### src/rtl/hss_map.svh
// Purpose: address map, field positions and reset values of the strap sampler
// Assumes: 32-bit register words at byte offsets
// Notes: definitions only
`ifndef HSS_MAP_SVH
`define HSS_MAP_SVH

`define HSS_NSTRAP 6
`define HSS_BIT_TOP_SWAP 0
`define HSS_BIT_BOOT_SRC 1
`define HSS_BIT_DESC_SEC 2
`define HSS_BIT_DP0 3
`define HSS_BIT_DP1 4
`define HSS_BIT_PANEL 5
// top swap, boot source and descriptor security default high
`define HSS_STRAP_DEFAULT 6'h07
// decoded outputs at reset: top swap and spi boot on, override and presents off
`define HSS_DEC_RESET 7'h03

`define HSS_OFS_STATUS 8'h00
`define HSS_OFS_PIN_FUNC 8'h04
`define HSS_OFS_GPIO_DIR 8'h08
`define HSS_OFS_GPIO_OUT 8'h0C
`define HSS_OFS_GPIO_IN 8'h10
`define HSS_STATUS_VALID_BIT 8

`define HSS_FUNC_W 2
`define HSS_FUNC_GPIO 2'h0
`define HSS_FUNC_RESET 12'h000
`define HSS_DIR_RESET 6'h00
`define HSS_OUT_RESET 6'h00

`define HSS_FETCH_AW 17
`define HSS_FETCH_MSB 16

`endif

### src/rtl/hss_pkg.sv
// Purpose: shared types of the strap sampler
// Assumes: nothing
// Notes: constants live in hss_map.svh
package hss_pkg;
    typedef enum {HSS_ST_IDLE, HSS_ST_HOLD} hss_phase_t;
    typedef logic [5:0] hss_straps_t;
endpackage : hss_pkg

### src/rtl/hss_phase.sv
// Purpose: strap capture on power-good rise, hold, discard on fall
// Assumes: power-good is synchronous to the core clock
// Notes: a power-good already high at reset release counts as a rise
`include "hss_map.svh"
module hss_phase (
    // clock and reset
    input wire logic i_core_clk,
    input wire logic i_resetn,
    input wire logic i_clk_en,
    // sampling
    input wire logic i_core_power_good,
    input wire hss_pkg::hss_straps_t i_levels,
    // result
    output hss_pkg::hss_straps_t o_straps,
    output logic o_valid
);
    hss_pkg::hss_phase_t state_reg;
    hss_pkg::hss_phase_t state_next;
    hss_pkg::hss_straps_t straps_reg;
    hss_pkg::hss_straps_t straps_next;
    logic pg_prev_reg;
    wire logic rise;
    wire logic drop;

    assign rise = i_core_power_good & ~pg_prev_reg;
    assign drop = (state_reg == hss_pkg::HSS_ST_HOLD) & ~i_core_power_good;
    // capture only on the rise; defaults return once power-good is gone
    assign straps_next = rise ? i_levels :
                         drop ? `HSS_STRAP_DEFAULT : straps_reg;

    always_comb begin
        case (state_reg)
            hss_pkg::HSS_ST_IDLE: state_next = rise ? hss_pkg::HSS_ST_HOLD : hss_pkg::HSS_ST_IDLE;
            hss_pkg::HSS_ST_HOLD: state_next = drop ? hss_pkg::HSS_ST_IDLE : hss_pkg::HSS_ST_HOLD;
            default: state_next = hss_pkg::HSS_ST_IDLE;
        endcase
    end

    always_ff @(posedge i_core_clk or negedge i_resetn) begin
        if (!i_resetn) begin
            state_reg <= hss_pkg::HSS_ST_IDLE;
            straps_reg <= `HSS_STRAP_DEFAULT;
            pg_prev_reg <= 1'b0;
        end else if (i_clk_en) begin
            state_reg <= state_next;
            straps_reg <= straps_next;
            pg_prev_reg <= i_core_power_good;
        end
    end

    assign o_straps = straps_reg;
    assign o_valid = (state_reg == hss_pkg::HSS_ST_HOLD);
endmodule : hss_phase

### src/rtl/hss_pad.sv
// Purpose: one strap pad: internal termination, gpio drive after release
// Assumes: i_pin_driven tells whether anything outside drives the pin
// Notes: the pad never drives before the strap phase has captured
`include "hss_map.svh"
module hss_pad #(
    parameter logic P_DEFAULT = 1'b0
) (
    // clock and reset
    input wire logic i_core_clk,
    input wire logic i_resetn,
    input wire logic i_clk_en,
    // pin side
    input wire logic i_pin,
    input wire logic i_pin_driven,
    output logic o_pin,
    output logic o_pin_oe,
    // control side
    input wire logic [1:0] i_func,
    input wire logic i_dir,
    input wire logic i_out,
    input wire logic i_released,
    output logic o_level
);
    logic oe_reg;
    logic out_reg;
    wire logic oe_next;

    // an undriven pin reads as its internal pull
    assign o_level = oe_reg ? out_reg : (i_pin_driven ? i_pin : P_DEFAULT);
    // only a function-0 gpio set to output drives, and only after release
    assign oe_next = i_released & (i_func == `HSS_FUNC_GPIO) & i_dir;

    always_ff @(posedge i_core_clk or negedge i_resetn) begin
        if (!i_resetn) begin
            oe_reg <= 1'b0;
            out_reg <= 1'b0;
        end else if (i_clk_en) begin
            oe_reg <= oe_next;
            out_reg <= i_out;
        end
    end

    assign o_pin = out_reg;
    assign o_pin_oe = oe_reg;
endmodule : hss_pad

### src/rtl/hss_top.sv
// Purpose: hardware strap sampler with gpio release and Avalon-MM registers
// Assumes: all inputs synchronous to i_core_clk; one wait state per access
// Notes: strap outputs show the defaults until the first capture
`include "hss_map.svh"
module hss_top (
    // clock, reset, enable
    input wire logic i_core_clk,
    input wire logic i_resetn,
    input wire logic i_clk_en,
    // power
    input wire logic i_core_power_good,
    // top swap strap pin
    input wire logic i_top_swap_strap_pin,
    input wire logic i_top_swap_strap_pin_driven,
    output logic o_top_swap_strap_pin,
    output logic o_top_swap_strap_pin_oe,
    // boot source strap pin
    input wire logic i_boot_source_strap_pin,
    input wire logic i_boot_source_strap_pin_driven,
    output logic o_boot_source_strap_pin,
    output logic o_boot_source_strap_pin_oe,
    // descriptor security strap pin
    input wire logic i_descriptor_security_strap_pin,
    input wire logic i_descriptor_security_strap_pin_driven,
    output logic o_descriptor_security_strap_pin,
    output logic o_descriptor_security_strap_pin_oe,
    // display port 0 detect pin
    input wire logic i_display_port0_detect_pin,
    input wire logic i_display_port0_detect_pin_driven,
    output logic o_display_port0_detect_pin,
    output logic o_display_port0_detect_pin_oe,
    // display port 1 detect pin
    input wire logic i_display_port1_detect_pin,
    input wire logic i_display_port1_detect_pin_driven,
    output logic o_display_port1_detect_pin,
    output logic o_display_port1_detect_pin_oe,
    // serial panel detect pin
    input wire logic i_serial_panel_detect_pin,
    input wire logic i_serial_panel_detect_pin_driven,
    output logic o_serial_panel_detect_pin,
    output logic o_serial_panel_detect_pin_oe,
    // boot fetch address path
    input wire logic [16:0] i_fetch_addr,
    output logic [16:0] o_fetch_addr,
    // decoded straps
    output logic o_strap_valid,
    output logic o_top_swap_active,
    output logic o_boot_from_spi,
    output logic o_descriptor_override,
    output logic o_display_port0_present,
    output logic o_display_port1_present,
    output logic o_serial_panel_present,
    // avalon-mm slave
    input wire logic [7:0] i_address,
    input wire logic i_read,
    input wire logic i_write,
    input wire logic [31:0] i_writedata,
    input wire logic [3:0] i_byteenable,
    output logic [31:0] o_readdata,
    output logic o_waitrequest
);
    localparam hss_pkg::hss_straps_t strap_default = `HSS_STRAP_DEFAULT;

    wire hss_pkg::hss_straps_t pin_in;
    wire hss_pkg::hss_straps_t pin_drv;
    wire hss_pkg::hss_straps_t pin_out;
    wire hss_pkg::hss_straps_t pin_oe;
    wire hss_pkg::hss_straps_t levels;
    wire hss_pkg::hss_straps_t straps_w;
    wire logic valid_w;

    logic [11:0] func_reg;
    logic [11:0] func_next;
    logic [5:0] dir_reg;
    logic [5:0] dir_next;
    logic [5:0] gpout_reg;
    logic [5:0] gpout_next;
    logic waitreq_reg;
    logic waitreq_next;
    logic [31:0] rdata_reg;
    logic [31:0] rdata_next;
    logic [16:0] fetch_reg;
    logic [16:0] fetch_next;
    logic [6:0] dec_reg;
    logic [6:0] dec_next;

    assign pin_in = {i_serial_panel_detect_pin, i_display_port1_detect_pin,
                     i_display_port0_detect_pin, i_descriptor_security_strap_pin,
                     i_boot_source_strap_pin, i_top_swap_strap_pin};
    assign pin_drv = {i_serial_panel_detect_pin_driven, i_display_port1_detect_pin_driven,
                      i_display_port0_detect_pin_driven,
                      i_descriptor_security_strap_pin_driven,
                      i_boot_source_strap_pin_driven, i_top_swap_strap_pin_driven};

    hss_phase u_phase (
        .i_core_clk(i_core_clk),
        .i_resetn(i_resetn),
        .i_clk_en(i_clk_en),
        .i_core_power_good(i_core_power_good),
        .i_levels(levels),
        .o_straps(straps_w),
        .o_valid(valid_w)
    );

    // pads stay inputs with their pulls until the capture has happened
    genvar gi;
    generate
        for (gi = 0; gi < `HSS_NSTRAP; gi++) begin : g_pad
            hss_pad #(.P_DEFAULT(strap_default[gi])) u_pad (
                .i_core_clk(i_core_clk),
                .i_resetn(i_resetn),
                .i_clk_en(i_clk_en),
                .i_pin(pin_in[gi]),
                .i_pin_driven(pin_drv[gi]),
                .o_pin(pin_out[gi]),
                .o_pin_oe(pin_oe[gi]),
                .i_func(func_reg[gi*`HSS_FUNC_W +: `HSS_FUNC_W]),
                .i_dir(dir_reg[gi]),
                .i_out(gpout_reg[gi]),
                .i_released(valid_w),
                .o_level(levels[gi])
            );

        end
    endgenerate

    assign o_top_swap_strap_pin = pin_out[`HSS_BIT_TOP_SWAP];
    assign o_top_swap_strap_pin_oe = pin_oe[`HSS_BIT_TOP_SWAP];
    assign o_boot_source_strap_pin = pin_out[`HSS_BIT_BOOT_SRC];
    assign o_boot_source_strap_pin_oe = pin_oe[`HSS_BIT_BOOT_SRC];
    assign o_descriptor_security_strap_pin = pin_out[`HSS_BIT_DESC_SEC];
    assign o_descriptor_security_strap_pin_oe = pin_oe[`HSS_BIT_DESC_SEC];
    assign o_display_port0_detect_pin = pin_out[`HSS_BIT_DP0];
    assign o_display_port0_detect_pin_oe = pin_oe[`HSS_BIT_DP0];
    assign o_display_port1_detect_pin = pin_out[`HSS_BIT_DP1];
    assign o_display_port1_detect_pin_oe = pin_oe[`HSS_BIT_DP1];
    assign o_serial_panel_detect_pin = pin_out[`HSS_BIT_PANEL];
    assign o_serial_panel_detect_pin_oe = pin_oe[`HSS_BIT_PANEL];

    // strap decode, registered so the outputs are flop driven
    assign dec_next = {valid_w,
                       straps_w[`HSS_BIT_PANEL],
                       straps_w[`HSS_BIT_DP1],
                       straps_w[`HSS_BIT_DP0],
                       ~straps_w[`HSS_BIT_DESC_SEC],
                       straps_w[`HSS_BIT_BOOT_SRC],
                       straps_w[`HSS_BIT_TOP_SWAP]};
    // top swap flips only the uppermost fetch address bit
    assign fetch_next = {i_fetch_addr[`HSS_FETCH_MSB] ^ straps_w[`HSS_BIT_TOP_SWAP],
                         i_fetch_addr[`HSS_FETCH_MSB-1:0]};

    // register bus: one wait state, then a single answer cycle
    wire logic req = i_read | i_write;
    wire logic accept = req & waitreq_reg;
    wire logic wr_fire = i_write & ~waitreq_reg;
    wire logic sel_status = (i_address == `HSS_OFS_STATUS);
    wire logic sel_func = (i_address == `HSS_OFS_PIN_FUNC);
    wire logic sel_dir = (i_address == `HSS_OFS_GPIO_DIR);
    wire logic sel_out = (i_address == `HSS_OFS_GPIO_OUT);
    wire logic sel_in = (i_address == `HSS_OFS_GPIO_IN);
    wire logic [31:0] be_mask = {{8{i_byteenable[3]}}, {8{i_byteenable[2]}},
                                 {8{i_byteenable[1]}}, {8{i_byteenable[0]}}};
    wire logic [31:0] func_merge = ({20'h00000, func_reg} & ~be_mask) | (i_writedata & be_mask);
    wire logic [31:0] dir_merge = ({26'h0000000, dir_reg} & ~be_mask) | (i_writedata & be_mask);
    wire logic [31:0] out_merge = ({26'h0000000, gpout_reg} & ~be_mask) | (i_writedata & be_mask);
    // unmapped addresses read zero and swallow writes
    wire logic [31:0] rd_mux =
        sel_status ? {23'h000000, valid_w, 2'h0, straps_w} :
        sel_func ? {20'h00000, func_reg} :
        sel_dir ? {26'h0000000, dir_reg} :
        sel_out ? {26'h0000000, gpout_reg} :
        sel_in ? {26'h0000000, levels} : 32'h00000000;

    assign waitreq_next = ~accept;
    assign rdata_next = (accept & i_read) ? rd_mux : rdata_reg;
    assign func_next = (wr_fire & sel_func) ? func_merge[11:0] : func_reg;
    assign dir_next = (wr_fire & sel_dir) ? dir_merge[5:0] : dir_reg;
    assign gpout_next = (wr_fire & sel_out) ? out_merge[5:0] : gpout_reg;

    // pins wake as function 0 inputs
    always_ff @(posedge i_core_clk or negedge i_resetn) begin
        if (!i_resetn) begin
            func_reg <= `HSS_FUNC_RESET;
            dir_reg <= `HSS_DIR_RESET;
            gpout_reg <= `HSS_OUT_RESET;
        end else if (i_clk_en) begin
            func_reg <= func_next;
            dir_reg <= dir_next;
            gpout_reg <= gpout_next;
        end
    end

    always_ff @(posedge i_core_clk or negedge i_resetn) begin
        if (!i_resetn) begin
            waitreq_reg <= 1'b1;
            rdata_reg <= 32'h00000000;
        end else if (i_clk_en) begin
            waitreq_reg <= waitreq_next;
            rdata_reg <= rdata_next;
        end
    end

    always_ff @(posedge i_core_clk or negedge i_resetn) begin
        if (!i_resetn) begin
            dec_reg <= `HSS_DEC_RESET;
            fetch_reg <= 17'h00000;
        end else if (i_clk_en) begin
            dec_reg <= dec_next;
            fetch_reg <= fetch_next;
        end
    end

    assign o_top_swap_active = dec_reg[0];
    assign o_boot_from_spi = dec_reg[1];
    assign o_descriptor_override = dec_reg[2];
    assign o_display_port0_present = dec_reg[3];
    assign o_display_port1_present = dec_reg[4];
    assign o_serial_panel_present = dec_reg[5];
    assign o_strap_valid = dec_reg[6];
    assign o_fetch_addr = fetch_reg;
    assign o_readdata = rdata_reg;
    assign o_waitrequest = waitreq_reg;
endmodule : hss_top

### config.mk
export PLATFORM = sky130hd
export DESIGN_NAME = hss_top
export DESIGN_NICKNAME = d
export VERILOG_FILES = /design/src/rtl/hss_pkg.sv /design/src/rtl/hss_phase.sv /design/src/rtl/hss_pad.sv /design/src/rtl/hss_top.sv
export VERILOG_INCLUDE_DIRS = /design/src /design/src/rtl
export SDC_FILE = /design/constraint.sdc
export NUM_CORES = 1
export LEC_CHECK = 0
export BUFFER_PORTS_ARGS = -buffer_cell sky130_fd_sc_hd__clkbuf_2
export CAP_MARGIN = 20
export CORE_MARGIN = 5
export CORE_UTILIZATION = 50
export DETAILED_ROUTE_END_ITERATION = 7
export HOLD_SLACK_MARGIN = 0.06
export PLACE_DENSITY = 0.81
export SLEW_MARGIN = 30
export SYNTH_ARGS = -nofsm -noshare
export SYNTH_HDL_FRONTEND = slang
export SYNTH_SLANG_ARGS = --single-unit
### constraint.sdc
create_clock -name i_core_clk -period 5.3 [get_ports i_core_clk]
set_clock_uncertainty 0.15 [all_clocks]
set_input_delay 0.265 -clock i_core_clk [delete_from_list [all_inputs] [get_ports i_core_clk]]
set_output_delay 0.265 -clock i_core_clk [all_outputs]
set_load 0.02 [all_outputs]
* Word-level counts from Yosys, hierarchy flattened
Cells that the tools add are included.
** Word-level totals
- Latch bits :: 0
- Memory bits (writable) :: 0
- Bits of input ports :: 79
- Memories :: 0
- Output and inout bits :: 69
- ROM bits :: 0
- Bits in registers :: 132
- Logic and storage cells :: 99
** Operators by class
- Reductions and logical operators :: 14
- Bitwise operators :: 35
- Shifts and indexed selects :: 0
- Multipliers :: 0
- Add/subtract/negate cells :: 0
- Eq/ne operators :: 6
- Multiplexer cells :: 22
- Magnitude comparators :: 0
- Div/mod/pow operators :: 0
** Operator list (number)
- $pmux 32 s2 :: 1
- $eq 32x1->1 const B :: 1
- $eq 32x2->1 const B :: 1
- $logic_not 32->1 :: 1
- $mux 6 :: 5
- $and 12x12->12 :: 2
- $mux 12 :: 2
- $and 1x1->1 :: 20
- $eq 8x4->1 const B :: 2
- $mux 1 :: 14
- $and 6x6->6 :: 2
- $logic_not 2->1 :: 6
- $not 12->12 :: 1
- $or 12x12->12 :: 1
- $or 6x6->6 :: 2
- $reduce_and 2->1 :: 5
- $eq 8x3->1 const B :: 1
- $eq 8x5->1 const B :: 1
- $logic_not 8->1 :: 1
- $not 1->1 :: 5
- $reduce_bool 2->1 :: 1
- $or 1x1->1 :: 1
- $xor 1x1->1 :: 1

* Depth between registers and ports, before layout
Gate-level depths: netlist of the first run.
- Depth in word-level cells :: 7
- Mapped depth :: 6
- Mapped depth without buffers :: 4

* Cells and area by module
From an unflattened synthesis of the first run, not the netlist that was laid out.
** Second synthesis, totals
- Cells, all modules :: 310
- Area, all modules :: 3773.6 um^2
** Modules (own cells, without submodules)
- hss_top :: cells each 215, times used 1, sequential area each 1530.2 um^2, area an instance 2777.7 um^2
- hss_phase :: cells each 38, times used 1, sequential area each 203.9 um^2, area an instance 417.9 um^2
- hss_pad (g_pad[3].u_pad ...) :: cells each 9, times used 3, sequential area each 50.0 um^2, area an instance 97.6 um^2
- hss_pad (g_pad[0].u_pad ...) :: cells each 10, times used 3, sequential area each 50.0 um^2, area an instance 95.1 um^2

* Worst setup path before layout of the first run
Ideal clock, no wire load.
- Kind :: reg-to-reg
- From :: reg waitreq_reg, in the netlist o_waitrequest
- To :: reg with a tool-made name
- Data required time :: 5.025 ns
- Path buffers :: 0
- Stages on the path, launching flop included :: 5
- Path slack :: 3.508 ns
- Arrival :: 1.517 ns
- Period minus slack after synthesis :: 1.792 ns
- Library setup time :: 0.125 ns
- Cells stage by stage :: dfstp_2 -> and3b_1 -> nand4_4 -> nor3b_4 -> mux2_2
** RTL lines
- start: declaration :: RTL line hss_top.sv:78 : logic waitreq_reg;
- start signal: assignment :: RTL line hss_top.sv:198 : waitreq_reg <= waitreq_next;

* Worst setup path in the final report of the first run
- From :: in i_clk_en
- To :: reg rdata_reg[7], in the netlist o_readdata[7]
** Between the ends
- Word-level cells in the longest chain between the ends :: 1
** Ends and longest elaborated chain
- start: declaration :: RTL line hss_top.sv:9 : input wire logic i_clk_en,
- $reduce_and 2->1 (no line)
- end signal: assignment :: RTL line hss_top.sv:199 : rdata_reg <= rdata_next;
- end: declaration :: RTL line hss_top.sv:80 : logic [31:0] rdata_reg;
No other way between the ends.
A chain may end at the register's enable or synchronous reset.

==> results of run 1 <==
## synthesized netlist by cell type, drive strengths merged
master / instances
a2111o: 1
a21oi: 7
a221o: 3
a221oi: 3
a22o: 5
a22oi: 3
a31oi: 2
and2: 4
and3: 1
and3b: 1
buf: 26
clkbuf: 7
conb: 1
dfrtp: 75
dfstp: 6
inv: 6
mux2: 57
mux2i: 10
nand2: 20
nand2b: 4
nand3: 3
nand3b: 2
nand4: 5
nand4bb: 3
nor2: 15
nor2b: 9
nor3: 4
nor3b: 4
nor4: 2
nor4bb: 3
o211ai: 1
o21a: 2
o21ai: 24
o221ai: 2
o22ai: 1
o41ai: 1
xnor2: 1
## cell type report
type / count / area, sq um / area share (%)
Clock buffer: 10 / 138 / 2.74
Clock inverter: 6 / 138 / 2.74
Multi-Input combinational cell: 223 / 1690 / 33.6
Sequential cell: 81 / 2030 / 40.6
Tap cell: 102 / 128 / 2.54
Inverter: 6 / 22.5 / 0.449
Timing Repair Buffer: 139 / 870 / 17.3
## stage by stage
step                      cell area [sq um]  util [%]
after global routing                   5020      65.6
final                                  5020      65.6
after detailed placement               4410      57.7
after CTS                              5020      65.6
after floorplan                        3950         -
after global placement                 4410      57.6
## power groups by stage
stage / Clock, mW / Combinational (mW) / Sequential [mW]
after floorplan: 0 / 0.104 / 0.737
after global placement: 0 / 0.204 / 0.708
after detailed placement: 0 / 0.207 / 0.711
after CTS: 0.618 / 0.228 / 0.699
after global routing: 0.644 / 0.249 / 0.706
final: 0.609 / 0.227 / 0.700
## logic make-up (layout without fill, tap and decap cells)
kind of cell / after synthesis / in the layout
multiplexers: 67 / 67
AO/OA/AOI/OAI: 55 / 55
AND/OR/NAND/NOR: 80 / 80
other: 1 / 20
buffers and inverters: 39 / 161
flip-flops: 81 / 81
XOR/XNOR: 1 / 1
## timing repair
item / 4_1_cts / 5_1_grt
hold endpoints to repair: 118 / 0
buffers inserted: 0 / 0
hold buffers: 33 / 0
## worst max-delay path, stage by stage
cell	delay, ps
clkbuf_2	70
buf_4	490
nand3_1	610
nor3_1	690
a22o_1	220
## path summary, 6_finish.rpt
path | from | to | slack, ps
min reg2reg | o_readdata[4] | o_readdata[4] | 360
max | i_clk_en | o_readdata[7] | 3090
max in group asynchronous | i_resetn | o_readdata[7] | 4170
min in group asynchronous | i_resetn | o_fetch_addr[16] | 350
max reg2reg | o_waitrequest | o_readdata[7] | 3130
min | i_address[0] | o_readdata[3] | 120
## layer usage
layer | global-route usage (%) | wire, microns | up-vias
li1 | - | - | 1408
met1 | 26.8 | 3920 | 1451
met2 | 32.9 | 4660 | 110
met3 | 3.79 | 620 | 16
met4 | 10.4 | 233 | 0
met5 | 0 | 0 | -
==> out/results.ini, run 1 <==
[layout]
syn_to_final_growth_pct = 29.3
final_cells = 567
fillers = 585
drive_above_1_share_pct = 41.5
finalNetCount = 539
final_cell_mix = clkbuf_2, dfrtp_1, mux2_2, dlygate4sd3_1, o21ai_0
diodes = 0
mostFrequentLayoutCell = clkbuf_2

[logic_synthesis]
synthMuxAreaShare_pct = 19.1
synthCells = 324
synth_compound_area_share_pct = 9.19
yosys_register_bits = 81
synth_fa_ha_area_share_pct = 0
yosys.area_share.xor_xnor_pct = 0.226
synth_seq_area_share_pct = 52.4
synth_top_family_by_area = multiplexers
synth_top_area_share_pct = 48.4
avgSynthCellArea_sq_um = 12.0
synth_area_sq_um = 3880
yosysTopAreaCell = dfrtp_1
yosys_warnings = 0
synth_cell_type_count = 46
synthTopCellsByArea = dfrtp_1, mux2_2, dfstp_2, buf_4, o21ai_0
synth-simple-area-share_pct = 13.0

[setup_path]
arrival_ps = 2360
required_ps = 5450
crit_fanout = 50
start_kind = primary input
rr_worst_depth = 3
end_kind = register
critPathKind = primary input to register

[timing]
whs_ps = 124
layout_setup_ws_ps = 3090
fin_setup_tns_ps = 0
min_period_ps = 2210
max-slew-margin-rel_pct = 52.9
timing.final.crit_share_pct = 41.7
finalSetupViolCount = 0
rsz0062_at_grt = no
hold_violations = 0
drv_slew = 0
max_freq_mhz = 452
tightest_slew_ps = 706

[clock_tree]
clk_pin_slew_ps = 80
cts.sinks = 81
cts_tree = done
cts_buffer_depth = 2
htree_num_levels = 3
root_buffer = clkbuf_8
numCtsBuffers = 9
clkLatencyLatePin_ps = 360
cts-resized-gates = 0

[floorplan]
ios = 148
die_w_microns = 98.1
start_util_pct = 50.7
die_h_microns = 98.1
core_area_sq_um = 7650
die_area_sq_um = 9620
rows = 32

[global_route]
antenna_found_initial = 0
grt_max_degree = 82
gr-total-overflow = 0
track_usage_pct = 20.6
grt_pass1_wl_microns = 15800
grt_pass1_vias = 3116

[pwr]
swShare_pct = 26.0
power_mw = 1.54
clkPwrFrac_pct = 39.7
seq_power_share_pct = 45.5
switchingPower_uw = 399
power.density_nw_per_um2 = 306
pwr-share-comb_pct = 14.8
p_leak_nw = 2.42
internal_power_mw = 1.14
ir_drop_mv = 0.174

[status]
status = finished clean

[detailed_routing]
wl_per_cell_microns = 16.6
ant_nets = 0
drt_iter0_drc = 166
drc = 0
postRouteWirelength_microns = 9440
routed_via_density = 5.26
num_vias = 2985
firstDrtPassIters = 4

[job]
maxCapViolations = 0

[placed_design]
gp_congestion = 0.885
place_ws_ps = 2710
post-place-cells = 518
port_buffers = 105
dp_hpwl_microns = 6510

[min_path]
hold_depth = 3
hp-class = primary input to register

Note: power is estimated with default switching activity, not from simulation.
==> inputs of run 2 (changes only) <==
--- a/config.mk
+++ b/config.mk
@@ -6,13 +6,14 @@
 export SDC_FILE = /design/constraint.sdc
 export NUM_CORES = 1
 export LEC_CHECK = 0
+export ABC_AREA = 1
 export BUFFER_PORTS_ARGS = -buffer_cell sky130_fd_sc_hd__clkbuf_2
 export CAP_MARGIN = 20
 export CORE_MARGIN = 5
-export CORE_UTILIZATION = 50
+export CORE_UTILIZATION = 44
 export DETAILED_ROUTE_END_ITERATION = 7
 export HOLD_SLACK_MARGIN = 0.06
-export PLACE_DENSITY = 0.81
+export PLACE_DENSITY = 0.76
 export SLEW_MARGIN = 30
 export SYNTH_ARGS = -nofsm -noshare
 export SYNTH_HDL_FRONTEND = slang
==> constraint.sdc (replaced) <==
create_clock -name i_core_clk -period 2 [get_ports i_core_clk]
set_clock_uncertainty 0.15 [all_clocks]
set_input_delay 0.1 -clock i_core_clk [delete_from_list [all_inputs] [get_ports i_core_clk]]
set_output_delay 0.1 -clock i_core_clk [all_outputs]
set_load 0.02 [all_outputs]
==> run 2 against run 1 <==
- synthesized area shrank 2.2%
- combinational power grew to 3.0 times the previous value
- worst setup slack worse by 3000 ps
- non-clock buffer count grew 18
- utilization down 4.4 points
- critical path depth rose by 4
- die area rose by 10%
- cell area rose by 1.2%
- largest power group unchanged
- highest routed layer unchanged
==> out/results.ini, run 2 <==
[status]
status = finished clean

[timing]
finalSetupViolCount = 0
hold_violations = 0
timing.final.crit_share_pct = 95.5
fin_setup_tns_ps = 0
max_freq_mhz = 524
tightest_slew_ps = 568
whs_ps = 75.4
drv_slew = 0
max-slew-margin-rel_pct = 61.8
min_period_ps = 1910

[detailed_routing]
num_vias = 3433
wl_per_cell_microns = 14.3
ant_nets = 0
drt_iter0_drc = 161
routed_via_density = 4.84
postRouteWirelength_microns = 10200
firstDrtPassIters = 4
drc = 0

[logic_synthesis]
yosys_warnings = 0
yosys_register_bits = 81
synth_edf_count = 0
synth_cell_type_count = 26
synthCells = 446
synth_common_cells = nand2_1, dfrtp_1, inv_1
async_reset_ff_share_pct = 100
yosysTopAreaCell = dfrtp_1
synth_top_area_share_pct = 49.5
avgSynthCellArea_sq_um = 8.51
yosysMostFrequentCell = nand2_1
synth_seq_area_share_pct = 53.6
ys.flop_type = dfrtp_1
synthTopCellsByArea = dfrtp_1, nand2_1, o21ai_0, inv_1, buf_4
synth_area_sq_um = 3790

[layout]
syn_to_final_growth_pct = 33.7
drive_above_1_share_pct = 25.6
diodes = 0
finalNetCount = 679
final_cell_mix = nand2_1, clkbuf_2, dfrtp_1, inv_1, o21ai_0
fillers = 708
mostFrequentLayoutCell = nand2_1
finalInstanceArea_sq_um = 5070

[clock_tree]
cts.sinks = 81
numCtsBuffers = 9
cts_buffer_depth = 2
root_buffer = clkbuf_8
htree_num_levels = 3
clkLatencyLatePin_ps = 350
clk_pin_slew_ps = 80
cts_tree = done

[pwr]
p_leak_nw = 2.69
power.density_nw_per_um2 = 791
ir_drop_mv = 0.375
power_mw = 4.01

[setup_path]
crit_fanout = 9
arrival_ps = 2050
cpPeakStageDelay_ps = 550
critical_path.top_delay_family = buffers and inverters
start_kind = primary input
path_buf_inv = 3
critPathKind = primary input to register
crit_top_cell = nand2_1
crit_slowest_cell = dlygate4sd3_1
end_kind = register
required_ps = 2140
crit_chain = dlygate4sd3_1 > clkbuf_2 > nand2_1 > nor2_4 > nand2_4 > nor2_4 > nand2_1 > nand2_1 > dlygate4sd3_1

[global_route]
grt_max_degree = 38
grt_pass1_vias = 3463
gr-total-overflow = 0
grt_pass1_wl_microns = 16300
antenna_found_initial = 0
track_usage_pct = 20.1

[placed_design]
port_buffers = 105
dpl-instance-area_sq_um = 4370
dp_hpwl_microns = 7450
gp_congestion = 0.845

[floorplan]
die_h_microns = 103
ios = 148
core_area_sq_um = 8300
die_area_sq_um = 10600
rows = 33
start_util_pct = 45.7
die_w_microns = 103

[job]
maxCapViolations = 0

[min_path]
hp-class = primary input to register

run 2: changes by cell type after synthesis, sizes merged, moves of 5 or more:
cell / previous run / this run
or2: 0 / 5
nand2: 20 / 133
o21ai: 24 / 53
a22o: 5 / 0
mux2i: 10 / 0
inv: 6 / 58
nor2: 15 / 23
nand3: 3 / 31
nor2b: 9 / 0
mux2: 57 / 0
a21oi: 7 / 12
o22ai: 1 / 7
run 2: routing by layer:
| layer | GRT usage (%) | wire, microns | vias to the layer above |
|---|---|---|---|
| met3 | 3.52 | 877 | 16 |
| met4 | 7.67 | 195 | 0 |
| met1 | 25.5 | 4100 | 1614 |
| li1 | - | - | 1674 |
| met5 | 0 | 0 | - |
| met2 | 34.2 | 5000 | 129 |
run 2: worst paths after layout:
kind | start | end | slack [ps] | cells past startpoint
worst min register to register | dec_reg[1] | dec_reg[1] | 310 | 2
worst max register to register | o_waitrequest | register | 110 | 6
max in group asynchronous | i_resetn | dec_reg[1] | 920 | 3
worst max-delay path | i_address[2] | register | 90 | 9
min in group asynchronous | i_resetn | o_readdata[6] | 90 | 2
worst min-delay path | i_display_port0_detect_pin | u_phase.o_straps[3] | 80 | 5
run 2: repair_timing:
action,in CTS,in global routing
endpoints found under the hold margin,128,0
buffers inserted,0,0
endpoints found under the setup margin,0,1
resized for setup,0,3
hold buffers,44,0
run 2: logic make-up (layout without fill, tap and decap cells):
kind of cell           count (synthesis)  after routing  share of synthesized area, %
buffers and inverters                 91            231                          11.7
AND/OR/NAND/NOR                      197            197                          23.5
AO/OA/AOI/OAI                         75             75                          10.9
XOR/XNOR                               1              1                         0.231
flip-flops                            81             81                          53.6
other                                  1             20                        0.0988
run 2: where the power goes:
part,switching (mW),internal [mW]
Sequential,0.0733,1.77
Clock,0.589,0.901
Combinational,0.422,0.258
run 2: layout make-up:
type | count | area (sq um) | share of cell area (%)
Inverter | 58 | 218 | 4.29
Clock inverter | 4 | 98.8 | 1.95
Clock buffer | 12 | 155 | 3.06
Multi-Input combinational cell | 293 | 1390 | 27.5
Sequential cell | 81 | 2030 | 40.1
Tap cell | 105 | 131 | 2.59
Timing Repair Buffer | 157 | 1040 | 20.6
run 2: metrics by stage:
stage                     std cells  worst slack (ps)  utilization [%]
after floorplan                 465               561                -
after global placement          650               358             52.7
after detailed placement        650               330             52.7
after CTS                       710              7.58             61.1
after global routing            710             -26.9             61.1
final                           710              90.7             61.1
run 2: worst reg2reg max path: cells and delay by family (launching register included):
family / cells / cell delay, ps
buffers and inverters: 2 / 670
AND/OR/NAND/NOR: 4 / 630
flip-flops: 1 / 390
